[config.mk]
export PLATFORM = sky130hd
export DESIGN_NAME = sfcf_frontend
export DESIGN_NICKNAME = d
export VERILOG_FILES = /design/src/verilog/sfcf_pkg.sv /design/src/verilog/sfcf_pin_if.sv /design/src/verilog/sfcf_frontend.sv /design/src/verilog/sfcf_pin_sync.sv
export SDC_FILE = /design/constraint.sdc
export NUM_CORES = 1
export LEC_CHECK = 0
export BUFFER_PORTS_ARGS = -buffer_cell sky130_fd_sc_hd__buf_2
export CORE_MARGIN = 1
export CORE_UTILIZATION = 55
export CTS_CLUSTER_DIAMETER = 200
export DETAILED_ROUTE_END_ITERATION = 7
export PLACE_DENSITY = 0.82
export SETUP_SLACK_MARGIN = 0.2
export SLEW_MARGIN = 20
export SYNTH_ARGS = -nofsm -noshare
export SYNTH_HDL_FRONTEND = slang
export SYNTH_SLANG_ARGS = --single-unit
export TNS_END_PERCENT = 10
[constraint.sdc]
create_clock -name clk -period 2.9 [get_ports clk]
set_input_delay 0.145 -clock clk [delete_from_list [all_inputs] [get_ports clk]]
set_output_delay 0.145 -clock clk [all_outputs]
set_load 0.01 [all_outputs]
[src/verilog/sfcf_pkg.sv]
// Constants, types and reset values of the serial memory command front end
package sfcf_pkg;

    // ********************************************************************
    // Opcodes
    // ********************************************************************
    localparam logic [7:0] OPC_SET_LATCH  = 8'h06;
    localparam logic [7:0] OPC_CLR_LATCH  = 8'h04;
    localparam logic [7:0] OPC_STATUS_RD  = 8'h05;
    localparam logic [7:0] OPC_STATUS_WR  = 8'h01;
    localparam logic [3:0] OPC_MEM_HIGH   = 4'h0;
    localparam logic [2:0] OPC_MEM_RD_LOW = 3'h3;
    localparam logic [2:0] OPC_MEM_WR_LOW = 3'h2;
    localparam int         ADDR_TOP_POS   = 3;

    // ********************************************************************
    // Status byte layout, reset values and last bit index
    // ********************************************************************
    localparam int          STAT_LATCH_POS   = 1;
    localparam int          STAT_PROT_LO_POS = 2;
    localparam int          STAT_PROT_HI_POS = 3;
    localparam logic        LATCH_RST        = 1'b0;
    localparam logic [1:0]  PROTECT_RST      = 2'h0;
    localparam logic        CS_IDLE          = 1'b1;
    localparam logic [2:0]  SYNC_RST         = 3'h4;
    localparam logic [2:0]  LAST_BIT         = 3'h7;

    typedef enum logic [2:0] {
        ST_IDLE,
        ST_OPCODE,
        ST_ADDR,
        ST_MEMDATA,
        ST_STATUS_WR,
        ST_DONE,
        ST_IGNORE
    } sfcf_state_e;

endpackage

[src/verilog/sfcf_pin_if.sv]
// Synchronised serial pins passed from the synchroniser to the front end
`timescale 1ns/1ns
`default_nettype none
interface sfcf_pin_if;
    logic csN;
    logic sck;
    logic si;

    modport src
    (
        output csN,
        output sck,
        output si
    );

    modport dst
    (
        input  csN,
        input  sck,
        input  si
    );
endinterface
`default_nettype wire

[src/verilog/sfcf_frontend.sv]
// Serial slave command front end: mode detect, opcode decode, write latch, status
`timescale 1ns/1ns
`default_nettype none
module sfcf_frontend
(
    input  wire logic        clk,
    input  wire logic        srst,
    input  wire logic        ce,
    input  wire logic        csN,
    input  wire logic        sck,
    input  wire logic        si,
    output logic             so,
    output logic             soOe,
    output logic             writeLatchFlag,
    output logic             protectSelLo,
    output logic             protectSelHi,
    output logic             addrValid,
    output logic [8:0]       memAddr,
    output logic             memIsWrite,
    output logic             wrByteValid,
    output logic [7:0]       wrByte
);
    import sfcf_pkg::*;

    // ********************************************************************
    // State
    // ********************************************************************
    typedef struct packed {
        sfcf_state_e state;
        logic        csPrev;
        logic        sckPrev;
        logic        modeHigh;
        logic        sawLow;
        logic [2:0]  bitCnt;
        logic [7:0]  shiftIn;
        logic        addrTop;
        logic        clearAtEnd;
        logic        writeLatchFlag;
        logic        protectSelLo;
        logic        protectSelHi;
        logic        soArm;
        logic [7:0]  soShift;
        logic        so;
        logic        soOe;
        logic        addrValid;
        logic [8:0]  memAddr;
        logic        memIsWrite;
        logic        wrByteValid;
        logic [7:0]  wrByte;
    } sfcf_front_s;

    sfcf_front_s s;
    sfcf_front_s nxt_s;

    sfcf_pin_if pins ();

    sfcf_pin_sync u_sync
    (
        .clk    (clk),
        .srst   (srst),
        .ce     (ce),
        .csNRaw (csN),
        .sckRaw (sck),
        .siRaw  (si),
        .pins   (pins.src)
    );

    // ********************************************************************
    // Edge detection on the synchronised pins
    // ********************************************************************
    logic       csFall;
    logic       csRise;
    logic       sckRise;
    logic       sckFall;
    logic       sampling;
    logic       byteDone;
    logic [7:0] shiftNext;
    logic [7:0] statusByte;

    assign csFall  = s.csPrev & ~pins.csN;
    assign csRise  = ~s.csPrev & pins.csN;
    assign sckRise = ~s.sckPrev & pins.sck;
    assign sckFall = s.sckPrev & ~pins.sck;

    // Idle-high clock in mode 3 is not an edge until it has been low once
    assign sampling = ~pins.csN & ~csFall & sckRise & s.sawLow
                    & (s.state != ST_IDLE) & (s.state != ST_DONE)
                    & (s.state != ST_IGNORE);

    assign shiftNext = {s.shiftIn[6:0], pins.si};
    assign byteDone  = (s.bitCnt == LAST_BIT);

    // Unused status bits are tied to zero and cannot be written
    always_comb
    begin
        statusByte                   = 8'h00;
        statusByte[STAT_LATCH_POS]   = s.writeLatchFlag;
        statusByte[STAT_PROT_LO_POS] = s.protectSelLo;
        statusByte[STAT_PROT_HI_POS] = s.protectSelHi;
    end

    // ********************************************************************
    // Next state
    // ********************************************************************
    always_comb
    begin
        nxt_s             = s;
        nxt_s.addrValid   = 1'b0;
        nxt_s.wrByteValid = 1'b0;
        nxt_s.csPrev      = pins.csN;
        nxt_s.sckPrev     = pins.sck;

        if (csFall)
        begin
            nxt_s.state      = ST_OPCODE;
            nxt_s.modeHigh   = pins.sck;
            nxt_s.sawLow     = ~pins.sck;
            nxt_s.bitCnt     = 3'h0;
            nxt_s.shiftIn    = 8'h00;
            nxt_s.soArm      = 1'b0;
            nxt_s.clearAtEnd = 1'b0;
            nxt_s.memIsWrite = 1'b0;
        end
        else if (pins.csN)
        begin
            // Deselected: input ignored, output released
            nxt_s.state      = ST_IDLE;
            nxt_s.soOe       = 1'b0;
            nxt_s.soArm      = 1'b0;
            nxt_s.memIsWrite = 1'b0;
            nxt_s.clearAtEnd = 1'b0;
            if (csRise && s.clearAtEnd)
            begin
                nxt_s.writeLatchFlag = 1'b0;
            end
        end
        else
        begin
            if (!pins.sck)
            begin
                nxt_s.sawLow = 1'b1;
            end

            if (sampling)
            begin
                nxt_s.shiftIn = shiftNext;
                nxt_s.bitCnt  = s.bitCnt + 3'h1;
                if (byteDone)
                begin
                    case (s.state)
                        ST_OPCODE:
                        begin
                            // First byte of the selection is the opcode
                            nxt_s.state = ST_DONE;
                            if (shiftNext == OPC_SET_LATCH)
                            begin
                                nxt_s.writeLatchFlag = 1'b1;
                            end
                            else if (shiftNext == OPC_CLR_LATCH)
                            begin
                                nxt_s.clearAtEnd = 1'b1;
                            end
                            else if (shiftNext == OPC_STATUS_RD)
                            begin
                                nxt_s.soShift = statusByte;
                                nxt_s.soArm   = 1'b1;
                            end
                            else if (shiftNext == OPC_STATUS_WR)
                            begin
                                nxt_s.state      = ST_STATUS_WR;
                                nxt_s.clearAtEnd = 1'b1;
                            end
                            else if (shiftNext[7:4] == OPC_MEM_HIGH
                                     && (shiftNext[2:0] == OPC_MEM_RD_LOW
                                     || shiftNext[2:0] == OPC_MEM_WR_LOW))
                            begin
                                nxt_s.state      = ST_ADDR;
                                nxt_s.addrTop    = shiftNext[ADDR_TOP_POS];
                                nxt_s.memIsWrite = (shiftNext[2:0] == OPC_MEM_WR_LOW);
                                nxt_s.clearAtEnd = (shiftNext[2:0] == OPC_MEM_WR_LOW);
                            end
                            else
                            begin
                                nxt_s.state = ST_IGNORE;
                            end
                        end
                        ST_ADDR:
                        begin
                            nxt_s.memAddr   = {s.addrTop, shiftNext};
                            nxt_s.addrValid = 1'b1;
                            nxt_s.state     = ST_MEMDATA;
                        end
                        ST_STATUS_WR:
                        begin
                            // Latch bit is never taken from the written byte
                            if (s.writeLatchFlag)
                            begin
                                nxt_s.protectSelLo = shiftNext[STAT_PROT_LO_POS];
                                nxt_s.protectSelHi = shiftNext[STAT_PROT_HI_POS];
                            end
                            nxt_s.state = ST_DONE;
                        end
                        ST_MEMDATA:
                        begin
                            // Bytes of a write that was never enabled stop here
                            if (s.memIsWrite && s.writeLatchFlag)
                            begin
                                nxt_s.wrByte      = shiftNext;
                                nxt_s.wrByteValid = 1'b1;
                            end
                        end
                        default:
                        begin
                            nxt_s.state = ST_IGNORE;
                        end
                    endcase
                end
            end

            // Status byte repeats while the master keeps clocking
            if (sckFall && s.soArm)
            begin
                nxt_s.soOe    = 1'b1;
                nxt_s.so      = s.soShift[7];
                nxt_s.soShift = {s.soShift[6:0], s.soShift[7]};
            end
        end
    end

    // ********************************************************************
    // Registers
    // ********************************************************************
    always_ff @(posedge clk)
    begin
        if (srst)
        begin
            s                <= '0;
            s.state          <= ST_IDLE;
            s.csPrev         <= CS_IDLE;
            s.writeLatchFlag <= LATCH_RST;
            s.protectSelLo   <= PROTECT_RST[0];
            s.protectSelHi   <= PROTECT_RST[1];
        end
        else if (ce)
        begin
            s <= nxt_s;
        end
    end

    assign so             = s.so;
    assign soOe           = s.soOe;
    assign writeLatchFlag = s.writeLatchFlag;
    assign protectSelLo   = s.protectSelLo;
    assign protectSelHi   = s.protectSelHi;
    assign addrValid      = s.addrValid;
    assign memAddr        = s.memAddr;
    assign memIsWrite     = s.memIsWrite;
    assign wrByteValid    = s.wrByteValid;
    assign wrByte         = s.wrByte;
endmodule
`default_nettype wire

[src/verilog/sfcf_pin_sync.sv]
// Two-stage synchroniser for the chip select, serial clock and serial input pins
`timescale 1ns/1ns
`default_nettype none
module sfcf_pin_sync
(
    input  wire logic  clk,
    input  wire logic  srst,
    input  wire logic  ce,
    input  wire logic  csNRaw,
    input  wire logic  sckRaw,
    input  wire logic  siRaw,
    sfcf_pin_if.src    pins
);
    import sfcf_pkg::*;

    typedef struct packed {
        logic [2:0] stage1;
        logic [2:0] stage2;
    } sfcf_sync_s;

    sfcf_sync_s s;
    sfcf_sync_s nxt_s;

    // All three pins share one delay so data stays aligned with its clock edge
    always_comb
    begin
        nxt_s        = s;
        nxt_s.stage1 = {csNRaw, sckRaw, siRaw};
        nxt_s.stage2 = s.stage1;
    end

    always_ff @(posedge clk)
    begin
        if (srst)
        begin
            s.stage1 <= SYNC_RST;
            s.stage2 <= SYNC_RST;
        end
        else if (ce)
        begin
            s <= nxt_s;
        end
    end

    assign pins.csN = s.stage2[2];
    assign pins.sck = s.stage2[1];
    assign pins.si  = s.stage2[0];
endmodule
`default_nettype wire

==> results of run 1 <==
## critical path: stages, from the launching register on
cell and delay [ps]:
dfxtp_1 590, nor3_1 190, a211oi_1 620, nand3_1 330
nor2_2 310, mux2_2 200
## metrics by stage
| stage | area [um2] | hold WS, ps | total power [W] |
|---|---|---|---|
| global placement | 2731 | 368.2 | 0.0009046 |
| global route | 2883 | 43.11 | 0.001536 |
| CTS | 2883 | 26.82 | 0.001488 |
| finish | 2883 | 33.91 | 0.001476 |
| floorplan | 2739 | 273.4 | 0.0008959 |
| detailed placement | 2731 | 374.3 | 0.0009067 |
## power by group
group	internal [W]	switching [W]
Combinational	0.0000250	0.0000417
Sequential	0.000806	0.0000167
Clock	0.000299	0.000288
Total	0.00113	0.000346
## routing by layer
layer | vias to the layer above | part of all wire, % | GRT usage, %
li1 | 1026 | - | -
met2 | 56 | 46 | 36.66
met5 | - | 0 | 0
met3 | 14 | 5.1 | 6.250
met4 | 0 | 2.5 | 12.42
met1 | 971 | 46 | 28.88
## area by class of cell
class | count | area [um2]
Fill cell | 464 | 1872
Multi-Input combinational cell | 194 | 1306
Sequential cell | 58 | 1161
Timing Repair Buffer | 32 | 165.2
Clock buffer | 11 | 131.4
Tap cell | 67 | 83.83
Clock inverter | 4 | 20.02
Inverter | 4 | 15.01
## cells in the final DEF, fill, tap and decap left out, drive strengths merged, types with 6 or more instances in the layout
cell / instances
a21oi: 15
a22o: 6
buf: 32
clkbuf: 11
dfxtp: 58
mux2i: 28
nand2: 24
nand3: 11
nor2: 40
o21ai: 6
## logic make-up after synthesis
| group | Yosys count | synth area share [%] |
|---|---|---|
| AOI/OAI and AO/OA | 47 | 13.84 |
| xor gates and xnor gates | 3 | 0.9595 |
| adders and majority gates | 2 | 0.9135 |
| buffers and inverters | 38 | 9.912 |
| DFF | 58 | 42.39 |
| muxes | 29 | 10.64 |
| and+or+nand+nor | 113 | 21.33 |
## sequential cells by signal, indices dropped and copies added, names as in the netlist
| name | cells |
|---|---|
| u_sync.pins.csN | 1 |
| protectSelHi | 1 |
| memAddr | 9 |
| addrValid | 1 |
| so | 1 |
| writeLatchFlag | 1 |
| protectSelLo | 1 |
| s | 27 |
| wrByte | 8 |
| wrByteValid | 1 |
| u_sync.pins.si | 1 |
| memIsWrite | 1 |
| u_sync.pins.sck | 1 |
| soOe | 1 |
| u_sync.nxt_s | 3 |
## worst min path at each step
stage,start,endpoint
after floorplan,csN,u_sync.nxt_s[2]
after global placement,csN,u_sync.nxt_s[2]
after detailed placement,csN,u_sync.nxt_s[2]
after CTS,csN,u_sync.nxt_s[2]
after global routing,csN,u_sync.nxt_s[2]
final,csN,u_sync.nxt_s[2]
==> flow_summary.json, run 1 <==
{
  "critical_path_peak_fanout": 11,
  "place.port_buffers": 30,
  "synthesis.nets": 298,
  "cts_sinks": 58,
  "post-route-period-util_pct": 79.57,
  "finClkSkew_ps": 4.968,
  "timing.hold.worst_path_depth": 3,
  "drt_drc_violations_left": 0,
  "static-leakage-power_nw": 1.290,
  "netlist_instances": 290,
  "leading_cell_type_by_number_of_instances_after_synthesis": "dfxtp_1",
  "synth_top_area_share_pct": 42.39,
  "count_of_tritonroute_iterations_in_the_first_routing_pass": 4,
  "grt_overflow_total": 0,
  "antenna_found_initial": 0,
  "globalRouteTotalUtil_pct": 23.21,
  "stdcell_count": 370,
  "total_number_of_yosys_warnings": 0,
  "design.core.area_um2": 4755,
  "synth_edf_count": 0,
  "dieHeight_um": 72.57,
  "tns_ps": 0,
  "flop_and_latch_count_out_of_synthesis": 58,
  "peakVddDrop_uv": 430.8,
  "cp_data_required_time_ps": 3180,
  "die_w_um": 72.57,
  "detail_route.iter0.violations": 149,
  "routedWlPerCell_um": 14.49,
  "worst-endpoint-arrival_ps": 2590,
  "rows": 25,
  "post_synth.cell_area_avg_um2": 9.444,
  "timing.final.setup_violations": 0,
  "r2r_setup_slk_ps": 590,
  "dp_cell_count": 355,
  "grt_max_degree": 26,
  "htree_num_levels": 3,
  "via_per_inst": 5.586,
  "wirelength_mm": 5.362,
  "cp-start-kind": "flop",
  "clk_root_buffer_cell": "clkbuf_8",
  "crit-reg2reg-launch": "s[53]",
  "clkTransAtPathRegs_ps": 60,
  "clock_path_buffers": 2,
  "floorplan.initialDensity_pct": 57.61,
  "postSynth.asyncResetShare_pct": 0,
  "timing.critical_path.from": "s[53]",
  "clk-insertion-delay-late_ps": 330,
  "first_global_vias": 1972,
  "detailroute.via_count": 2067,
  "power_density_nw_per_um2": 512.2,
  "slew_headroom_pct": 54.17,
  "synth_cell_count_leaders": "dfxtp_1, nor2_1, mux2i_1",
  "n_antenna_cell": 0,
  "cts.hold.buffers_added": 0,
  "yosysUniqueCellTypes": 58,
  "finish.net_count": 307,
  "crit_type": "reg -> reg",
  "tritoncts.num_buffers": 9,
  "design.die.area_um2": 5266,
  "max_slew.worst_pin.slew_ps": 683.3,
  "worst_setup_path_end_kind": "flop",
  "report.final.slew_viol_count": 0,
  "r2r_end": "s[44]",
  "final_critical_path_setup_slack_ps": 592.4,
  "sequential_cell_area_fraction_in_the_yosys_report_pct": 42.39,
  "place_ws_ps": 646.8,
  "cts_tree": "built",
  "post_cts.resized_instances": 0,
  "route.antenna.remaining_nets": 0,
  "yosys-top-cells-area": "dfxtp_1, mux2i_1, nor2_1",
  "drive_gt1_share_pct": 18.81,
  "wire_length_of_the_first_global_routing_pass_mm": 9.211,
  "post-cts-setup-buffers": 0,
  "synth_flop_cell": "dfxtp_1",
  "syn_to_final_growth_pct": 5.253,
  "critPathCapture": "s[44]",
  "final_core_utilization_pct": 60.63,
  "fmaxAchievable_mhz": 433.3,
  "finalHoldViolCount": 0,
  "ioPinCount": 31,
  "cap_viol_max_count": 0,
  "syn-cell-area_um2": 2739,
  "grt_setup_unrepaired": "no",
  "worstHoldPathType": "in -> reg",
  "synth_top_cell_by_area": "dfxtp_1",
  "dp.final_hpwl_mm": 3.694,
  "status": "finished clean",
  "fin_crit_ps": 2308,
  "rr_worst_depth": 5,
  "routability_congestion_estimate_from_global_placement": 0.8808
}
Note: power is estimated with default switching activity, not from simulation.
==> run 2, diff against run 1 <==
- ABC_AREA: default -> 1
- PLACE_DENSITY: 0.82 -> 0.81
- clock period: 2.9 -> 2.4 ns (I/O delays scaled with it)
==> run 2 against run 1 <==
  * Clock-buffer cell count increased by 1
  * Global-route usage increased by 1.9 points
  * Area after synthesis increased by 3.5%
  * Total power increased by 49%
  * Highest routed layer unchanged
==> flow_summary.json, run 2 <==
{
  "sequential_cell_area_fraction_in_the_yosys_report_pct": 40.95,
  "grt_setup_unrepaired": "no",
  "post-cts-setup-buffers": 0,
  "cp-start-kind": "flop",
  "worst-endpoint-arrival_ps": 1980,
  "route.antenna.remaining_nets": 0,
  "post-route-period-util_pct": 72.68,
  "finalHoldViolCount": 0,
  "fmaxAchievable_mhz": 573.3,
  "yosys-top-cells-area": "dfxtp_1, nor2_1, nand2_1",
  "yosysUniqueCellTypes": 30,
  "syn-cell-area_um2": 2835,
  "detailroute.via_count": 2506,
  "grt_max_degree": 38,
  "syn_to_final_growth_pct": 11.43,
  "drive_gt1_share_pct": 16.35,
  "placed_cell_area_um2": 2895,
  "finalInstanceArea_um2": 3159,
  "finish.net_count": 425,
  "clock_path_buffers": 2,
  "cp_data_required_time_ps": 2630,
  "cts_sinks": 58,
  "floorplan.initialDensity_pct": 58.48,
  "leading_cell_type_by_number_of_instances_after_synthesis": "nor2_1",
  "antenna_found_initial": 0,
  "status": "finished clean",
  "design.core.area_um2": 4848,
  "largest_register_ff_count": 27,
  "critical_path_peak_fanout": 11,
  "place_ws_ps": 690.8,
  "layout_common_cells": "nor2_1, nand2_1, dfxtp_1, inv_1, buf_2",
  "peakVddDrop_uv": 561.5,
  "finClkSkew_ps": 7.463,
  "clk_root_buffer_cell": "clkbuf_8",
  "post_synth.cell_area_avg_um2": 7.070,
  "cts_tree": "built",
  "max_flop_register": "s",
  "count_of_tritonroute_iterations_in_the_first_routing_pass": 5,
  "clk-insertion-delay-late_ps": 340,
  "ioPinCount": 31,
  "tns_ps": 0,
  "synth_top_area_share_pct": 40.95,
  "layout_commonest_cell": "nor2_1",
  "tritoncts.num_buffers": 9,
  "postSynth.asyncResetShare_pct": 0,
  "slew_headroom_pct": 73.75,
  "crit_type": "reg -> reg",
  "grt_overflow_total": 0,
  "timing.hold.worst_path_depth": 3,
  "power_density_nw_per_um2": 696.0,
  "die_w_um": 73.80,
  "place.port_buffers": 30,
  "first_global_vias": 2265,
  "synth_edf_count": 0,
  "wirelength_mm": 6.102,
  "rr_worst_depth": 10,
  "drt_drc_violations_left": 0,
  "detail_route.iter0.violations": 197,
  "synth_top_cell_by_area": "dfxtp_1",
  "fin_crit_ps": 1744,
  "n_antenna_cell": 0,
  "report.final.slew_viol_count": 0,
  "dieHeight_um": 73.80,
  "worst_setup_path_end_kind": "flop",
  "rows": 25,
  "synth_cell_count_leaders": "nor2_1, nand2_1, dfxtp_1",
  "synthesis.nets": 409,
  "worstHoldPathType": "in -> reg",
  "static-leakage-power_nw": 1.499,
  "routedWlPerCell_um": 12.48,
  "final_critical_path_setup_slack_ps": 655.8,
  "max_slew.worst_pin.slew_ps": 393.7,
  "flop_and_latch_count_out_of_synthesis": 58,
  "total_number_of_yosys_warnings": 0,
  "wire_length_of_the_first_global_routing_pass_mm": 10.27,
  "cap_viol_max_count": 0,
  "synth_flop_cell": "dfxtp_1",
  "globalRouteTotalUtil_pct": 25.15,
  "via_per_inst": 5.125,
  "dp.final_hpwl_mm": 4.225,
  "timing.final.setup_violations": 0,
  "clkTransAtPathRegs_ps": 70,
  "routability_congestion_estimate_from_global_placement": 0.9228,
  "htree_num_levels": 3,
  "netlist_instances": 401,
  "design.die.area_um2": 5446
}
-- run 2: worst paths after layout --
check / end / slack [ps] / startpoint
min reg2reg: s[30] / 450 / s[30]
max: s[25] / 660 / u_sync.pins.csN
max reg2reg: s[25] / 660 / u_sync.pins.csN
min: u_sync.nxt_s[0] / 20 / si
-- run 2: cell type report --
cell class                 instances  area (um2)
clock buffer                      12       145.1
clock inverter                     4       98.84
fill                             433        1689
inverter                          41       156.4
multi-input combinational        273        1329
sequential                        58        1161
tap                               67       83.83
timing repair buffer              34       185.2
-- run 2: cells by family after synthesis --
logic type | Yosys count | synth area share (%)
buf+inv | 70 | 12.18
fa+ha+maj | 2 | 0.8825
flops | 58 | 40.95
simple gates | 212 | 34.69
compound gates | 59 | 11.30
-- run 2: repair_timing --
item / CTS / global route
hold buffers: 2 / 0
hold endpoints to repair: 2 / 0
resized for setup: 0 / 0
-- run 2: metrics by stage --
| stage | util (%) | hold WS, ps | instances | total power (W) |
|---|---|---|---|---|
| finish | 65.16 | 19.93 | 489 | 0.002199 |
| global route | 65.16 | 42.37 | 489 | 0.002266 |
| CTS | 65.16 | 11.22 | 489 | 0.002215 |
| detailed placement | 59.72 | 349.7 | 471 | 0.001117 |
| global placement | 59.72 | 335.3 | 471 | 0.001114 |
| floorplan | - | 246.3 | 401 | 0.001089 |
-- run 2: power breakdown --
group	switching [W]	total (W)	internal, W
logic	0.0000770	0.000110	0.0000331
registers	0.0000128	0.000990	0.000977
clock network	0.000378	0.00110	0.000721
total	0.000468	0.00220	0.00173
-- run 2: routing by layer --
metal  routed length [um]  GRT usage [%]  up-vias  part of all wire (%)
li1                     -              -     1294                     -
met1                 2929          33.39     1126                    48
met2                 2657          37.61       69                    44
met3                  333          5.213       17                   5.5
met4                  182          14.74        0                   3.0
met5                    0              0        -                     0
-- run 2: worst max-delay path, stage by stage, from the launching register on --
cell and delay [ps]:
dfxtp_1 380, nor2_4 180, inv_2 90, nor2_4 120
nand3_4 100, nor2_4 170, nand3_2 220, nand2_1 190
nand2_1 80, nand2_1 60, nor2_1 40
